$ cat config.mk
export PLATFORM = sky130hd
export DESIGN_NAME = nvh_host
export DESIGN_NICKNAME = d
export VERILOG_FILES = /design/src/verilog/nvh_pkg.sv /design/src/verilog/nvh_timer_if.sv /design/src/verilog/nvh_timer.sv /design/src/verilog/nvh_host.sv
export VERILOG_INCLUDE_DIRS = /design/src /design/src/verilog
export SDC_FILE = /design/constraint.sdc
export NUM_CORES = 1
export LEC_CHECK = 0
export BUFFER_PORTS_ARGS = -buffer_cell sky130_fd_sc_hd__buf_2
export CORE_UTILIZATION = 51
export DETAILED_ROUTE_END_ITERATION = 10
export GPL_TIMING_DRIVEN = 0
export PLACE_DENSITY = 0.8
export SLEW_MARGIN = 20
export SYNTH_ARGS = -nofsm -noshare
export SYNTH_HDL_FRONTEND = slang
export SYNTH_HIERARCHICAL = 1
export SYNTH_SLANG_ARGS = --single-unit
$ cat constraint.sdc
create_clock -name clock -period 2.85 [get_ports clock]
set_input_delay 0.57 -clock clock [delete_from_list [all_inputs] [get_ports clock]]
set_output_delay 0.57 -clock clock [all_outputs]
set_load 0.1 [all_outputs]
$ cat src/verilog/nvh_consts.svh
// Timing counts and widths for the parallel nonvolatile memory host controller.
`ifndef NVH_CONSTS_SVH
`define NVH_CONSTS_SVH
`define NVH_CLK_PERIOD_NS 20
`define NVH_ADDR_W 15
`define NVH_DATA_W 8
`define NVH_SELECT_ACTIVE_MIN_NS 70
`define NVH_SELECT_ACTIVE_MAX_NS 2000
`define NVH_PRECHARGE_MIN_NS 70
`define NVH_WRITE_PULSE_MIN_NS 40
`define NVH_DATA_SETUP_MIN_NS 40
`define NVH_ACCESS_MAX_NS 70
`define NVH_OUT_HIZ_MAX_NS 15
`define NVH_SELECT_ACTIVE_CYC ((`NVH_SELECT_ACTIVE_MIN_NS + `NVH_CLK_PERIOD_NS - 1) / `NVH_CLK_PERIOD_NS)
`define NVH_SELECT_ACTIVE_MAX_CYC (`NVH_SELECT_ACTIVE_MAX_NS / `NVH_CLK_PERIOD_NS)
`define NVH_PRECHARGE_CYC ((`NVH_PRECHARGE_MIN_NS + `NVH_CLK_PERIOD_NS - 1) / `NVH_CLK_PERIOD_NS)
`define NVH_WRITE_PULSE_CYC ((`NVH_WRITE_PULSE_MIN_NS + `NVH_CLK_PERIOD_NS - 1) / `NVH_CLK_PERIOD_NS)
`define NVH_DATA_SETUP_CYC ((`NVH_DATA_SETUP_MIN_NS + `NVH_CLK_PERIOD_NS - 1) / `NVH_CLK_PERIOD_NS)
`define NVH_ACCESS_CYC ((`NVH_ACCESS_MAX_NS + `NVH_CLK_PERIOD_NS - 1) / `NVH_CLK_PERIOD_NS)
`define NVH_HIZ_CYC ((`NVH_OUT_HIZ_MAX_NS + `NVH_CLK_PERIOD_NS - 1) / `NVH_CLK_PERIOD_NS)
`endif

$ cat src/verilog/nvh_pkg.sv
// Types shared by the nonvolatile memory host controller.
`default_nettype none
package nvh_pkg;
  typedef enum logic [4:0] {
    NVH_IDLE = 5'h01,
    NVH_SETUP = 5'h02,
    NVH_ACTIVE = 5'h04,
    NVH_FINISH = 5'h08,
    NVH_PRECHARGE = 5'h10
  } nvh_state_e;
  typedef logic [7:0] nvh_cnt_t;
endpackage
`default_nettype wire

$ cat src/verilog/nvh_timer_if.sv
// Interface between the sequencer and its phase timer.
`timescale 1ns/100ps
`default_nettype none
interface nvh_timer_if;
  logic load;
  logic [7:0] value;
  logic done;
  modport seq (output load, output value, input done);
  modport tmr (input load, input value, output done);
endinterface
`default_nettype wire

$ cat src/verilog/nvh_timer.sv
// Down counter that times the active and precharge phases of a memory cycle.
`timescale 1ns/100ps
`default_nettype none
module nvh_timer
(
  // Clocking.
  input wire logic clock,
  input wire logic rst_b,
  input wire logic clk_en,
  // Sequencer side.
  nvh_timer_if.tmr tif
);
  import nvh_pkg::*;
  nvh_cnt_t count;
  nvh_cnt_t next_count;

  // Reload on request, otherwise count down and stop at zero.
  always_comb
  begin
    next_count = count;
    if (tif.load)
      next_count = tif.value;
    else if (count != 8'h00)
      next_count = count - 8'h01;
  end

  // Register the count.
  always_ff @(posedge clock)
  begin
    if (!rst_b)
      count <= 8'h00;
    else if (clk_en)
      count <= next_count;
  end

  assign tif.done = (count == 8'h00) && !tif.load;
endmodule
`default_nettype wire

$ cat src/verilog/nvh_host.sv
// Host controller that runs single read and write cycles on the memory pins.
`timescale 1ns/100ps
`default_nettype none
`include "nvh_consts.svh"
// How it works
// - Write data stands stable the data setup time before the end.
// - Select stays high at least the precharge minimum time.
// - Select goes high after four enabled clocks low; while clk_en is low it stays low.
// - Each access gets a fresh select falling edge.
// - Address may change after capture; host holds it anyway.
// - No cycle starts while supply is not good; a cycle already running completes.
// - Select low interval between 70 ns and 2000 ns; host holds four enabled clocks, no upper bound while clk_en is low.
module nvh_host
#(
  parameter int ADDR_W = `NVH_ADDR_W,
  parameter int DATA_W = `NVH_DATA_W
)
(
  // Clocking.
  input wire logic clock,
  input wire logic rst_b,
  input wire logic clk_en,
  // Supply monitor.
  input wire logic supply_ok,
  // User request.
  input wire logic req_valid,
  output logic req_ready,
  input wire logic req_write,
  input wire logic [ADDR_W-1:0] req_addr,
  input wire logic [DATA_W-1:0] req_wdata,
  output logic rsp_valid,
  output logic [DATA_W-1:0] rsp_rdata,
  // Memory pins.
  output logic select_b,
  output logic write_b,
  output logic out_gate_b,
  output logic [ADDR_W-1:0] word_select_lines,
  input wire logic [DATA_W-1:0] byte_lines_in,
  output logic [DATA_W-1:0] byte_lines_out,
  output logic byte_lines_oe
);
  import nvh_pkg::*;

  localparam nvh_cnt_t ACT_CYC = 8'(`NVH_SELECT_ACTIVE_CYC);
  localparam nvh_cnt_t PRE_CYC = 8'(`NVH_PRECHARGE_CYC);
  localparam nvh_cnt_t HIZ_CYC = 8'(`NVH_HIZ_CYC);

  nvh_timer_if tif ();
  nvh_state_e state;
  nvh_state_e next_state;
  logic is_write;
  logic next_is_write;
  logic next_select_b;
  logic next_write_b;
  logic next_out_gate_b;
  logic [ADDR_W-1:0] next_addr;
  logic [DATA_W-1:0] next_wdata;
  logic next_oe;
  logic next_rsp_valid;
  logic [DATA_W-1:0] next_rdata;
  logic start;

  nvh_timer u_timer
  (
    .clock(clock),
    .rst_b(rst_b),
    .clk_en(clk_en),
    .tif(tif.tmr)
  );

  assign req_ready = (state == NVH_IDLE) && supply_ok;
  assign start = req_valid && req_ready;

  // Sequencer: setup, select low for the active time, finish, precharge.
  always_comb
  begin
    next_state = state;
    next_is_write = is_write;
    next_select_b = select_b;
    next_write_b = write_b;
    next_out_gate_b = out_gate_b;
    next_addr = word_select_lines;
    next_wdata = byte_lines_out;
    next_oe = byte_lines_oe;
    next_rsp_valid = 1'b0;
    next_rdata = rsp_rdata;
    tif.load = 1'b0;
    tif.value = 8'h00;
    case (state)
      NVH_IDLE:
      begin
        if (start)
        begin
          // Address and write strobe settle one cycle before select falls.
          next_addr = req_addr;
          next_is_write = req_write;
          next_write_b = !req_write;
          next_wdata = req_wdata;
          next_oe = req_write;
          next_state = NVH_SETUP;
        end
      end
      NVH_SETUP:
      begin
        next_select_b = 1'b0;
        next_out_gate_b = is_write;
        tif.load = 1'b1;
        tif.value = ACT_CYC - 8'h01;
        next_state = NVH_ACTIVE;
      end
      NVH_ACTIVE:
      begin
        if (tif.done)
        begin
          // Raise all three strobes together so the write ends on one edge.
          next_select_b = 1'b1;
          next_write_b = 1'b1;
          next_out_gate_b = 1'b1;
          if (!is_write)
            next_rdata = byte_lines_in;
          next_rsp_valid = 1'b1;
          next_state = NVH_FINISH;
        end
      end
      NVH_FINISH:
      begin
        next_oe = 1'b0;
        tif.load = 1'b1;
        tif.value = PRE_CYC - 8'h02;
        next_state = NVH_PRECHARGE;
      end
      NVH_PRECHARGE:
      begin
        if (tif.done)
          next_state = NVH_IDLE;
      end
      default:
      begin
        next_state = NVH_IDLE;
        next_select_b = 1'b1;
        next_write_b = 1'b1;
        next_out_gate_b = 1'b1;
        next_oe = 1'b0;
      end
    endcase
  end

  // Register sequencer state and pins.
  always_ff @(posedge clock)
  begin
    if (!rst_b)
    begin
      state <= NVH_IDLE;
      is_write <= 1'b0;
      select_b <= 1'b1;
      write_b <= 1'b1;
      out_gate_b <= 1'b1;
      word_select_lines <= '0;
      byte_lines_out <= '0;
      byte_lines_oe <= 1'b0;
      rsp_valid <= 1'b0;
      rsp_rdata <= '0;
    end
    else if (clk_en)
    begin
      state <= next_state;
      is_write <= next_is_write;
      select_b <= next_select_b;
      write_b <= next_write_b;
      out_gate_b <= next_out_gate_b;
      word_select_lines <= next_addr;
      byte_lines_out <= next_wdata;
      byte_lines_oe <= next_oe;
      rsp_valid <= next_rsp_valid;
      rsp_rdata <= next_rdata;
    end
  end

  // Select low lasts exactly the active count.
  property p_active_len;
    @(posedge clock) disable iff (!rst_b || !clk_en)
    $fell(select_b) |-> !select_b [*4] ##1 select_b;
  endproperty
  a_active_len: assert property (p_active_len) else $error("select low length wrong");

  property p_precharge;
    @(posedge clock) disable iff (!rst_b || !clk_en)
    $rose(select_b) |-> select_b [*4];
  endproperty
  a_precharge: assert property (p_precharge) else $error("precharge too short");

  property p_write_first;
    @(posedge clock) disable iff (!rst_b || !clk_en)
    ($fell(select_b) && is_write) |-> !write_b && $past(!write_b);
  endproperty
  a_write_first: assert property (p_write_first) else $error("write strobe not low before select");

  property p_gate_write;
    @(posedge clock) disable iff (!rst_b || !clk_en)
    !write_b |-> out_gate_b;
  endproperty
  a_gate_write: assert property (p_gate_write) else $error("output gate low during write");

  property p_addr_hold;
    @(posedge clock) disable iff (!rst_b || !clk_en)
    !select_b |-> $stable(word_select_lines);
  endproperty
  a_addr_hold: assert property (p_addr_hold) else $error("address moved while selected");

  property p_data_drive;
    @(posedge clock) disable iff (!rst_b || !clk_en)
    (!select_b && is_write) |-> byte_lines_oe && $stable(byte_lines_out);
  endproperty
  a_data_drive: assert property (p_data_drive) else $error("write data not stable");

  property p_same_edge;
    @(posedge clock) disable iff (!rst_b || !clk_en)
    $rose(select_b) && is_write |-> $rose(write_b);
  endproperty
  a_same_edge: assert property (p_same_edge) else $error("strobes did not end together");

  property p_supply;
    @(posedge clock) disable iff (!rst_b || !clk_en)
    !supply_ok && state == NVH_IDLE |=> select_b [*2];
  endproperty
  a_supply: assert property (p_supply) else $error("select fell with supply low");

  property p_rsp;
    @(posedge clock) disable iff (!rst_b || !clk_en)
    $rose(select_b) |-> rsp_valid;
  endproperty
  a_rsp: assert property (p_rsp) else $error("no response at cycle end");
endmodule
`default_nettype wire

**After elaboration in Yosys (flattened, before gate mapping)**

Cells that the tools add are included.

- Register bits: 50
- Output and inout port bits: 37

- Add/sub/neg operators: 1
- Equality and inequality tests: 8
- Mux-type cells: 17
- Bitwise gates (word level): 4
- Reduce and logical (&&, ||, !) cells: 19

Operator list:

| cell | count |
|---|---|
| 5-bit one-hot mux with 5 select lines | 1 |
| 8-bit two-way mux | 2 |
| 5-bit two-way mux | 3 |
| 4-bit AND reduction | 3 |
| 1-bit one-hot mux with 3 select lines | 3 |
| 3-bit AND reduction | 3 |
| 3-bit OR reduction | 3 |
| 8-bit zero test | 1 |
| 8-bit nonzero test | 1 |
| 8-bit by 1-bit subtractor with 8-bit output (second input constant) | 1 |
| 1-bit two-way mux | 6 |
| 2-bit inequality test (second input constant) | 3 |
| 5-bit by 1-bit == test with 1-bit output (second input constant) | 1 |
| 5-bit by 2-bit == test with 1-bit output (second input constant) | 1 |
| 5-bit by 3-bit == test with 1-bit output (second input constant) | 1 |
| 5-bit by 4-bit == test with 1-bit output (second input constant) | 1 |
| 5-bit == test (second input constant) | 1 |
| 1-bit inverter | 4 |
| 2-bit one-hot mux with 2 select lines | 1 |
| 1-bit logical AND | 3 |
| 1-bit zero test | 2 |
| 1-bit one-hot mux with 2 select lines | 1 |
| 2-bit AND reduction | 1 |
| 2-bit nonzero test | 1 |
| 2-bit OR reduction | 1 |

**Logic depth before layout (Yosys ltp)**

Gate-level depths: netlist of the first run.

- Depth in word-level cells: 7
- Mapped depth: 11
- Depth with buffers taken out: 9

**By module**

Netlist of the first run, hierarchy kept.

By module, submodules not included:

| module | instances | cells each | area each (um^2) |
|---|---|---|---|
| nvh_host | 1 | 215 | 1818.0 |
| nvh_timer | 1 | 67 | 566.8 |

**Least setup slack after synthesis of the first run**

OpenSTA, ideal clock, no wires.

- Path type: register -> register
- Start: register state[1]
- End: register rsp_rdata[4]
- Arrival time: 2374 ps
- Data required time: 2775 ps
- Path slack: 402 ps
- Stages on the path, launching flop included: 12
- Path buffers: 2
- Clock period less this slack: 2448 ps
- Cells stage by stage: dfxtp_1 buf_2 xor2_1 nand2_1 inv_1 or4_4 nor4_1 nand2_1 nor4_4 buf_6 nand3_1 o21ai_0

- Word-level cells in the longest chain between the ends: 6
- Elaborated cells on any way between the ends: 8
- Those cells by class: eq/ne: 3; mux: 1; reduce/logical: 4

Ends and longest elaborated chain:

| what | RTL line | source |
|---|---|---|
| from (decl) | nvh_host.sv:49 | `nvh_state_e state;` |
| from (signal assigned) | nvh_host.sv:166 | `state <= next_state;` |
| 5-bit by 4-bit == test with 1-bit output or 5-bit by 2-bit == test with 1-bit output (tied branches) | nvh_host.sv:89 | `case (state)` |
| 2-bit OR reduction (no line) * | -- |  |
| 1-bit two-way mux * | nvh_host.sv:89 |  |
| net tif.load | nvh_timer_if.sv:5 | `logic load;` |
| 1-bit zero test * | nvh_timer.sv:36 | `assign tif.done = (count == 8'h00) && !tif.load;` |
| 1-bit logical AND * | nvh_timer.sv:36 |  |
| net tif.done | nvh_timer_if.sv:7 | `logic done;` |
| 4-bit AND reduction (no line) * | -- |  |
| to (signal assigned) | nvh_host.sv:175 | `rsp_rdata <= next_rdata;` |
| to (decl) | nvh_host.sv:32 | `output logic [DATA_W-1:0] rsp_rdata,` |

The timed path passes the listed nets; every way through them passes the cells marked *.
A chain may end at the register's enable or synchronous reset.

**Worst setup path in the final report of the first run**

- Start: register state[1]
- End: register out_gate_b

- Word-level cells in the longest chain between the ends: 7
- Elaborated cells on any way between the ends: 14
- Those cells by class: eq/ne: 6; mux: 2; bitwise: 1; reduce/logical: 5

Ends and longest elaborated chain:

| what | RTL line | source |
|---|---|---|
| 5-bit by 4-bit == test with 1-bit output or 5-bit by 2-bit == test with 1-bit output (tied branches) | nvh_host.sv:89 |  |
| 2-bit OR reduction (no line) * | -- |  |
| 1-bit two-way mux * | nvh_host.sv:89 |  |
| net tif.load | nvh_timer_if.sv:5 |  |
| 1-bit zero test * | nvh_timer.sv:36 |  |
| 1-bit logical AND * | nvh_timer.sv:36 |  |
| net tif.done | nvh_timer_if.sv:7 |  |
| 2-bit inequality test (no line) * | -- |  |
| 3-bit AND reduction (no line) * | -- |  |
| to (signal assigned) | nvh_host.sv:170 | `out_gate_b <= next_out_gate_b;` |
| to (decl) | nvh_host.sv:36 | `output logic out_gate_b,` |

Marks and branches as above.

==> out/qor.log, run 1 <==
INFO  yosys          synth_area_leaders=sky130_fd_sc_hd__dfxtp_1 (42%), sky130_fd_sc_hd__nand2_1 (9.9%), sky130_fd_sc_hd__a21boi_0 (6.9%), sky130_fd_sc_hd__o21ai_0 (3.6%), sky130_fd_sc_hd__nor2b_1 (2.4%)
INFO  timing         layout_setup_ws=0.194ns
INFO  floorplan      die-height=70.4um
INFO  floorplan      num_io_pins=74
INFO  routing        number_of_iterations_in_the_first_detailed_routing_pass=4
INFO  yosys          synth.cell_area=2380um2
INFO  yosys          synth.avg_cell_area=8.46um2
INFO  timing         setup_violations=0
INFO  layout         num-nets-final=406
INFO  critical_path  timing.critical_path.slowest_stage_cell=sky130_fd_sc_hd__or4_4
INFO  yosys          postSynth.asyncResetShare=0%
INFO  yosys          synth_sequential_area_ratio=42.0%
INFO  yosys          most_numerous_cell_types_in_the_synthesized_netlist=sky130_fd_sc_hd__nand2_1 (63), sky130_fd_sc_hd__dfxtp_1 (50), sky130_fd_sc_hd__a21boi_0 (22)
INFO  routing        drt_iter0_markers=95
INFO  min_path       holdCritPathClass=reg2reg
INFO  critical_path  crit_start_category=flip-flop
INFO  floorplan      dieArea=4950um2
INFO  grt            groute.usage.overall=22.8%
INFO  yosys          synth-seq-cells=50
INFO  routing        drt-wirelength-per-cell=13.1um
INFO  clock_network  cts.sink_count=50
INFO  grt            antenna_found_initial=0
INFO  run            maxCapViolations=0
INFO  placed_design  place_worst_setup_slack=-0.0894ns
INFO  yosys          synth_enable_flop_cells=0
INFO  layout         area_delta_synth_final=24.1%
INFO  clock_network  worst_setup_hold_path_clk_slew=0.09ns
INFO  timing         timing.final.crit_period=2.66ns
INFO  yosys          ys.flop_type=sky130_fd_sc_hd__dfxtp_1
INFO  floorplan      row_count=24
INFO  yosys          post_synth_inst_count=282
INFO  power_and_ir_drop p_leak=0.00128uW
INFO  power_and_ir_drop max-vdd-ir-drop=0.000357V
INFO  routing        post_drt_via_cell_ratio=5.30
INFO  critical_path  end_kind=flip-flop
INFO  layout         n_antenna_cell=0
INFO  timing         clock.fmax=377MHz
INFO  critical_path  max_stage_delay_on_crit_path=0.48ns
INFO  routing        total_number_of_vias=2219
INFO  grt            pin_count_of_the_biggest_net_entering_global_routing=16
INFO  critical_path  worst_ep_required_time=3.03ns
INFO  floorplan      core=4410um2
INFO  routing        route.antenna.remaining_nets=0
INFO  clock_network  cts_tree=done
INFO  layout         share_of_final_layout_standard_cells_stronger_than_drive_strength_1=28.6%
INFO  yosys          yosysUniqueCellTypes=53
INFO  timing         worstMarginPinSlew=0.495ns
INFO  yosys          netlist.top_cell.by_area=sky130_fd_sc_hd__dfxtp_1
INFO  run_status     outcome=finished, final reports clean
INFO  timing         hold-worst-slack=0.454ns
INFO  critical_path  worst-path-max-fanout=10
INFO  timing         min_period_over_period=93.2%
INFO  floorplan      starting_utilization_of_the_core_area=54.0%
INFO  critical_path  cp_cell_sequence=buf_2 > xor2_1 > nand2_1 > inv_1 > or4_4 > nor4_4 > nor3b_1 > o31ai_1 > and4b_1 > o21ai_0
INFO  clock_network  numCtsBuffers=5
INFO  clock_network  postCtsHoldBufs=0
INFO  critical_path  crit_arrival=2.83ns
INFO  routing        drc=0
INFO  critical_path  worst-setup-path-type=reg2reg
INFO  placed_design  placed_cell_area=2830um2
INFO  clock_network  cts_max_level=2
INFO  grt            globalRouteOverflowTotal=0
INFO  layout         n_fill_cell=378
INFO  clock_network  cts_max_path_buffers=2
INFO  yosys          synth-warning-count=6
INFO  clock_network  ctsRootBufferMaster=sky130_fd_sc_hd__clkbuf_8
INFO  timing         worst_slew_margin_rel=66.7%
INFO  timing         post_route_skew=0.00515ns
INFO  placed_design  gp_congestion=0.878
INFO  layout         final_cell_area=2960um2
INFO  timing         hold_viol=0
INFO  grt            grt_pass1_wl=9000um
INFO  power_and_ir_drop cell_area_power_density=724nW/um2
INFO  layout         layout.core_utilization=67.0%
INFO  yosys          yosys.cell_count.top_type=sky130_fd_sc_hd__nand2_1
INFO  yosys          synthDominantCellAreaShare=42.0%
INFO  placed_design  detailed_place_hpwl=4070um
INFO  clock_network  insertion_delay=0.30ns
INFO  floorplan      width_of_the_chip=70.4um
INFO  placed_design  port-buffer-count=72
INFO  grt            vias_in_the_first_global_route=2003
INFO  routing        postRouteWirelength=5500um
INFO  timing         final-max-slew-violation-count=0
-- timing repair --
action,4_1_cts,5_1_grt
gates resized for setup,1,1
endpoints found under the hold margin,0,0
setup buffers,0,1
endpoints found under the setup margin,9,10
pin swaps,0,1
cloned,0,0
-- metal layers --
| layer | global-route usage, % | vias to the layer above | part of all wire [%] |
|---|---|---|---|
| met5 | 0 | - | 0 |
| met2 | 39.6 | 59 | 50 |
| li1 | - | 1139 | - |
| met3 | 5.34 | 4 | 4.9 |
| met4 | 7.11 | 0 | 0.76 |
| met1 | 27.5 | 1017 | 44 |
-- where the power goes --
| part | switching (uW) | internal [uW] | total (uW) |
|---|---|---|---|
| sequential | 82.0 | 767 | 849 |
| clock | 229 | 258 | 488 |
| combinational | 489 | 317 | 806 |
-- registers in the layout (all words and copies together), names as in the netlist --
| register | flops |
|---|---|
| state | 5 |
| select_b | 1 |
| byte_lines_oe | 1 |
| write_b | 1 |
| word_select_lines | 15 |
| out_gate_b | 1 |
| u_timer/count | 8 |
| is_write | 1 |
| byte_lines_out | 8 |
| rsp_rdata | 8 |
| rsp_valid | 1 |
-- cell type report --
| type | instances | area [um2] | area share [%] |
|---|---|---|---|
| multi-input cells | 210 | 1270 | 42.9 |
| flip-flops and latches | 50 | 1000 | 33.8 |
| repair buffers | 73 | 368 | 12.4 |
| plain buffers | 21 | 125 | 4.23 |
| clock buffers | 5 | 68.8 | 2.33 |
| well taps | 52 | 65.1 | 2.20 |
| clock inverters | 2 | 38.8 | 1.31 |
| inverters | 6 | 22.5 | 0.761 |
-- final timing paths --
check                                      from                            endpoint  slack (ns)  cells past startpoint
max                       state[1]$_SDFFE_PN0P_             out_gate_b$_SDFFE_PN1P_        0.19                     10
min          word_select_lines[14]$_SDFFE_PN0P_  word_select_lines[14]$_SDFFE_PN0P_        0.45                      2
max reg2reg               state[1]$_SDFFE_PN0P_             out_gate_b$_SDFFE_PN1P_        0.19                     10
min reg2reg  word_select_lines[14]$_SDFFE_PN0P_  word_select_lines[14]$_SDFFE_PN0P_        0.45                      2
-- layout by cell type, fill, tap and decap left out, types with 2 or more instances in the layout --
cell type | Yosys | final
sky130_fd_sc_hd__or4_1 | 2 | 2
sky130_fd_sc_hd__a21boi_1 | 2 | 2
sky130_fd_sc_hd__nand3_1 | 10 | 10
sky130_fd_sc_hd__a211oi_2 | 2 | 2
sky130_fd_sc_hd__dfxtp_1 | 50 | 50
sky130_fd_sc_hd__o21ai_0 | 17 | 17
sky130_fd_sc_hd__buf_2 | 5 | 77
sky130_fd_sc_hd__nand2_1 | 63 | 63
sky130_fd_sc_hd__nand2b_1 | 3 | 3
sky130_fd_sc_hd__o31ai_1 | 4 | 4
sky130_fd_sc_hd__conb_1 | 1 | 6
sky130_fd_sc_hd__nor2b_1 | 9 | 9
sky130_fd_sc_hd__nor3b_1 | 4 | 4
sky130_fd_sc_hd__nor4_4 | 1 | 2
sky130_fd_sc_hd__and4_1 | 2 | 2
sky130_fd_sc_hd__clkbuf_8 | 1 | 6
sky130_fd_sc_hd__a21boi_0 | 22 | 22
sky130_fd_sc_hd__or3_2 | 2 | 2
sky130_fd_sc_hd__ha_1 | 2 | 2
sky130_fd_sc_hd__nor2_1 | 8 | 8
sky130_fd_sc_hd__a21oi_1 | 10 | 10
sky130_fd_sc_hd__and4b_1 | 2 | 2
sky130_fd_sc_hd__buf_6 | 3 | 3
sky130_fd_sc_hd__o211ai_1 | 4 | 4
sky130_fd_sc_hd__buf_4 | 2 | 3
sky130_fd_sc_hd__inv_1 | 6 | 6
sky130_fd_sc_hd__a31oi_1 | 2 | 2
sky130_fd_sc_hd__and2_1 | 4 | 4
sky130_fd_sc_hd__clkbuf_1 | 10 | 10
sky130_fd_sc_hd__o21a_1 | 2 | 2
sky130_fd_sc_hd__nor3_1 | 4 | 4
-- through the flow --
stage / setup TNS (ns) / std cells / total power, uW
6_report: 0 / 419 / 2140
5_1_grt: -0.00433 / 419 / 2280
4_1_cts: 0 / 418 / 2120
2_1_floorplan: 0 / 287 / 1470
3_5_place_dp: -0.476 / 411 / 1620
3_3_place_gp: -0.0532 / 411 / 1600
-- cells by family after synthesis --
family	share of synthesized area (%)
xor+xnor	0.735
other cells	0.157
compound gates	22.7
flops	42.0
buf+inv	6.19
mux	0.420
fa+ha+maj	1.05
simple gates	26.8
-- critical path, delay by kind of cell (launching register included) --
kind                      cells  cell delay (ns)
and+or+nand+nor               5             1.25
AOI/OAI and AO/OA             2             0.52
DFF                           1             0.32
buffers and inverters         2             0.28
xor gates and xnor gates      1             0.17
No activity file was read; power rests on OpenSTA's default activity.
==> run 2: changes to the inputs <==
--- a/config.mk
+++ b/config.mk
@@ -10,7 +10,7 @@
 export CORE_UTILIZATION = 51
 export DETAILED_ROUTE_END_ITERATION = 10
 export GPL_TIMING_DRIVEN = 0
-export PLACE_DENSITY = 0.8
+export PLACE_DENSITY_LB_ADDON = 0.15
 export SLEW_MARGIN = 20
 export SYNTH_ARGS = -nofsm -noshare
 export SYNTH_HDL_FRONTEND = slang
==> out/qor.log, run 2 (same netlist as run 1, synthesis figures left out) <==
INFO  critical_path  timing.critical_path.max_delay_family=simple AND/OR/NAND/NOR gates
INFO  routing        drt-wirelength-per-cell=13.2um
INFO  placed_design  placed_cell_area=2830um2
INFO  floorplan      row_count=24
INFO  critical_path  crit_start_category=flip-flop
INFO  timing         final-max-slew-violation-count=0
INFO  routing        drt_iter0_markers=102
INFO  timing         setup_violations=0
INFO  critical_path  worst_ep_required_time=3.09ns
INFO  critical_path  worst_r2r_startpoint=state[2]$_SDFFE_PN0P_
INFO  floorplan      starting_utilization_of_the_core_area=54.0%
INFO  timing         hold_viol=0
INFO  floorplan      num_io_pins=74
INFO  placed_design  detailed_place_hpwl=4040um
INFO  clock_network  cts_tree=done
INFO  run_status     outcome=finished, final reports clean
INFO  routing        maxUsedRoutingLayer=met4
INFO  min_path       min-delay-start=word_select_lines[14]$_SDFFE_PN0P_
INFO  routing        route.antenna.remaining_nets=0
INFO  timing         rsz0062_at_grt=no
INFO  clock_network  insertion_delay=0.30ns
INFO  run            maxCapViolations=0
INFO  critical_path  r2r-end=rsp_rdata[5]$_SDFFE_PN0P_
INFO  floorplan      die-height=70.4um
INFO  grt            grt_pass1_wl=9110um
INFO  critical_path  cp_cell_sequence=buf_2 > nor3_1 > nand2_1 > inv_1 > or4_4 > nor4_4 > nand2_1 > nor4_4 > buf_4 > buf_6 > nand3_1 > o21ai_0
INFO  power_and_ir_drop p_leak=0.00129uW
INFO  power_and_ir_drop cell_area_power_density=728nW/um2
INFO  routing        number_of_iterations_in_the_first_detailed_routing_pass=4
INFO  timing         worstMarginPinSlew=0.512ns
INFO  layout         share_of_final_layout_standard_cells_stronger_than_drive_strength_1=29.3%
INFO  grt            antenna_found_initial=0
INFO  grt            globalRouteOverflowTotal=0
INFO  floorplan      core=4410um2
INFO  layout         largest_register_ff_count=15
INFO  critical_path  max_stage_delay_on_crit_path=0.49ns
INFO  grt            pin_count_of_the_biggest_net_entering_global_routing=17
INFO  clock_network  cts_max_path_buffers=2
INFO  floorplan      dieArea=4950um2
INFO  routing        total_number_of_vias=2238
INFO  power_and_ir_drop max-vdd-ir-drop=0.000338V
INFO  min_path       hold_depth=2
INFO  timing         post_route_skew=0.00784ns
INFO  routing        m1WireLength=2490um
INFO  clock_network  numCtsBuffers=5
INFO  critical_path  path_buf_inv=4
INFO  timing         clock.fmax=379MHz
INFO  placed_design  port-buffer-count=72
INFO  critical_path  worst-path-max-fanout=10
INFO  critical_path  rr_worst_depth=12
INFO  layout         layout_common_cells=sky130_fd_sc_hd__buf_2 (77), sky130_fd_sc_hd__nand2_1 (63), sky130_fd_sc_hd__dfxtp_1 (50), sky130_fd_sc_hd__a21boi_0 (22), sky130_fd_sc_hd__o21ai_0 (17)
INFO  layout         final_cell_area=2980um2
INFO  routing        drc=0
INFO  layout         layout_commonest_cell=sky130_fd_sc_hd__buf_2
INFO  grt            groute.usage.overall=23.1%
INFO  clock_network  cts_max_level=2
INFO  min_path       holdCritPathClass=reg2reg
INFO  min_path       min_to=word_select_lines[14]$_SDFFE_PN0P_
INFO  clock_network  ctsRootBufferMaster=sky130_fd_sc_hd__clkbuf_8
INFO  routing        routed-wl-met2=2610um
INFO  layout         area_delta_synth_final=24.8%
INFO  critical_path  worst-setup-path-type=reg2reg
INFO  critical_path  reg2reg_slack=0.21ns
INFO  placed_design  place_worst_setup_slack=-0.137ns
INFO  layout         num-nets-final=407
INFO  routing        post_drt_via_cell_ratio=5.32
INFO  critical_path  timing.critical_path.slowest_stage_cell=sky130_fd_sc_hd__or4_4
INFO  timing         timing.final.crit_period=2.64ns
INFO  critical_path  end_kind=flip-flop
INFO  timing         layout_setup_ws=0.211ns
INFO  grt            vias_in_the_first_global_route=2004
INFO  layout         n_antenna_cell=0
INFO  routing        met3WireLength=351um
INFO  clock_network  worst_setup_hold_path_clk_slew=0.09ns
INFO  timing         min_period_over_period=92.6%
INFO  floorplan      width_of_the_chip=70.4um
INFO  routing        postRouteWirelength=5550um
INFO  placed_design  gp_congestion=0.820
INFO  clock_network  cts.sink_count=50
INFO  timing         worst_slew_margin_rel=65.4%
INFO  layout         max_flop_register=word_select_lines
INFO  critical_path  crit_arrival=2.88ns
## run 2: cell types whose count changed in the layout (fill, tap and decap cells not counted), sizes merged
| cell | delta |
|---|---|
| buf | +1 |
| inv | +1 |
## run 2: cell type report
cell class	instances	area, um2
Clock inverter	3	43.8
Inverter	6	22.5
Fill cell	367	1440
Buffer	21	125
Clock buffer	5	68.8
Timing Repair Buffer	74	375
Multi-Input combinational cell	210	1270
Tap cell	52	65.1
Sequential cell	50	1000
## run 2: layer usage
layer	vias to the layer above	GRT usage, %
met2	87	38.9
met3	10	6.20
met5	-	0
li1	1146	-
met4	0	6.89
met1	995	28.7
## run 2: metrics by stage
step                std cells  util [%]  hold WS (ns)  power [uW]  TNS [ns]
finish                    421      67.4         0.452        2170         0
global placement          411      64.1         0.437        1600    -0.253
detailed placement        411      64.1         0.442        1630     -1.08
CTS                       419      66.8         0.456        2150         0
global route              421      67.4         0.480        2290         0
floorplan                 287         -         0.474        1470         0
## run 2: timing repair
| action | CTS | global route |
|---|---|---|
| gates resized for setup | 1 | 2 |
| pin swaps | 0 | 2 |
| setup endpoints to repair | 13 | 12 |
| buffers inserted | 0 | 2 |
| hold buffers | 0 | 0 |
## run 2: worst register-to-register path: stages (launching register included)
cell                      delay, ns
sky130_fd_sc_hd__dfxtp_1       0.31
sky130_fd_sc_hd__buf_2         0.21
sky130_fd_sc_hd__nor3_1        0.12
sky130_fd_sc_hd__nand2_1       0.11
sky130_fd_sc_hd__inv_1         0.14
sky130_fd_sc_hd__or4_4         0.49
sky130_fd_sc_hd__nor4_4        0.26
sky130_fd_sc_hd__nand2_1       0.18
sky130_fd_sc_hd__nor4_4        0.28
sky130_fd_sc_hd__buf_4         0.18
sky130_fd_sc_hd__buf_6         0.13
sky130_fd_sc_hd__nand3_1       0.07
sky130_fd_sc_hd__o21ai_0       0.07
## run 2: worst max path at each step
stage | slack, ns | cells after the start | endpoint | from
after global routing | 0.04 | 12 | rsp_rdata[4]$_SDFFE_PN0P_ | state[2]$_SDFFE_PN0P_
final | 0.21 | 12 | rsp_rdata[5]$_SDFFE_PN0P_ | state[2]$_SDFFE_PN0P_
after global placement | -0.04 | 11 | rsp_rdata[5]$_SDFFE_PN0P_ | state[1]$_SDFFE_PN0P_
after floorplan | 0.40 | 11 | rsp_rdata[4]$_SDFFE_PN0P_ | state[1]$_SDFFE_PN0P_
after detailed placement | -0.14 | 11 | rsp_rdata[5]$_SDFFE_PN0P_ | state[1]$_SDFFE_PN0P_
after CTS | 0.06 | 11 | rsp_rdata[5]$_SDFFE_PN0P_ | state[2]$_SDFFE_PN0P_
## run 2: where the power goes
| group | internal, uW | switching [uW] | leakage, uW |
|---|---|---|---|
| combinational | 318 | 494 | 0.000821 |
| sequential | 767 | 82.9 | 0.000406 |
| clock | 263 | 241 | 0.0000585 |
| total | 1350 | 817 | 0.00129 |
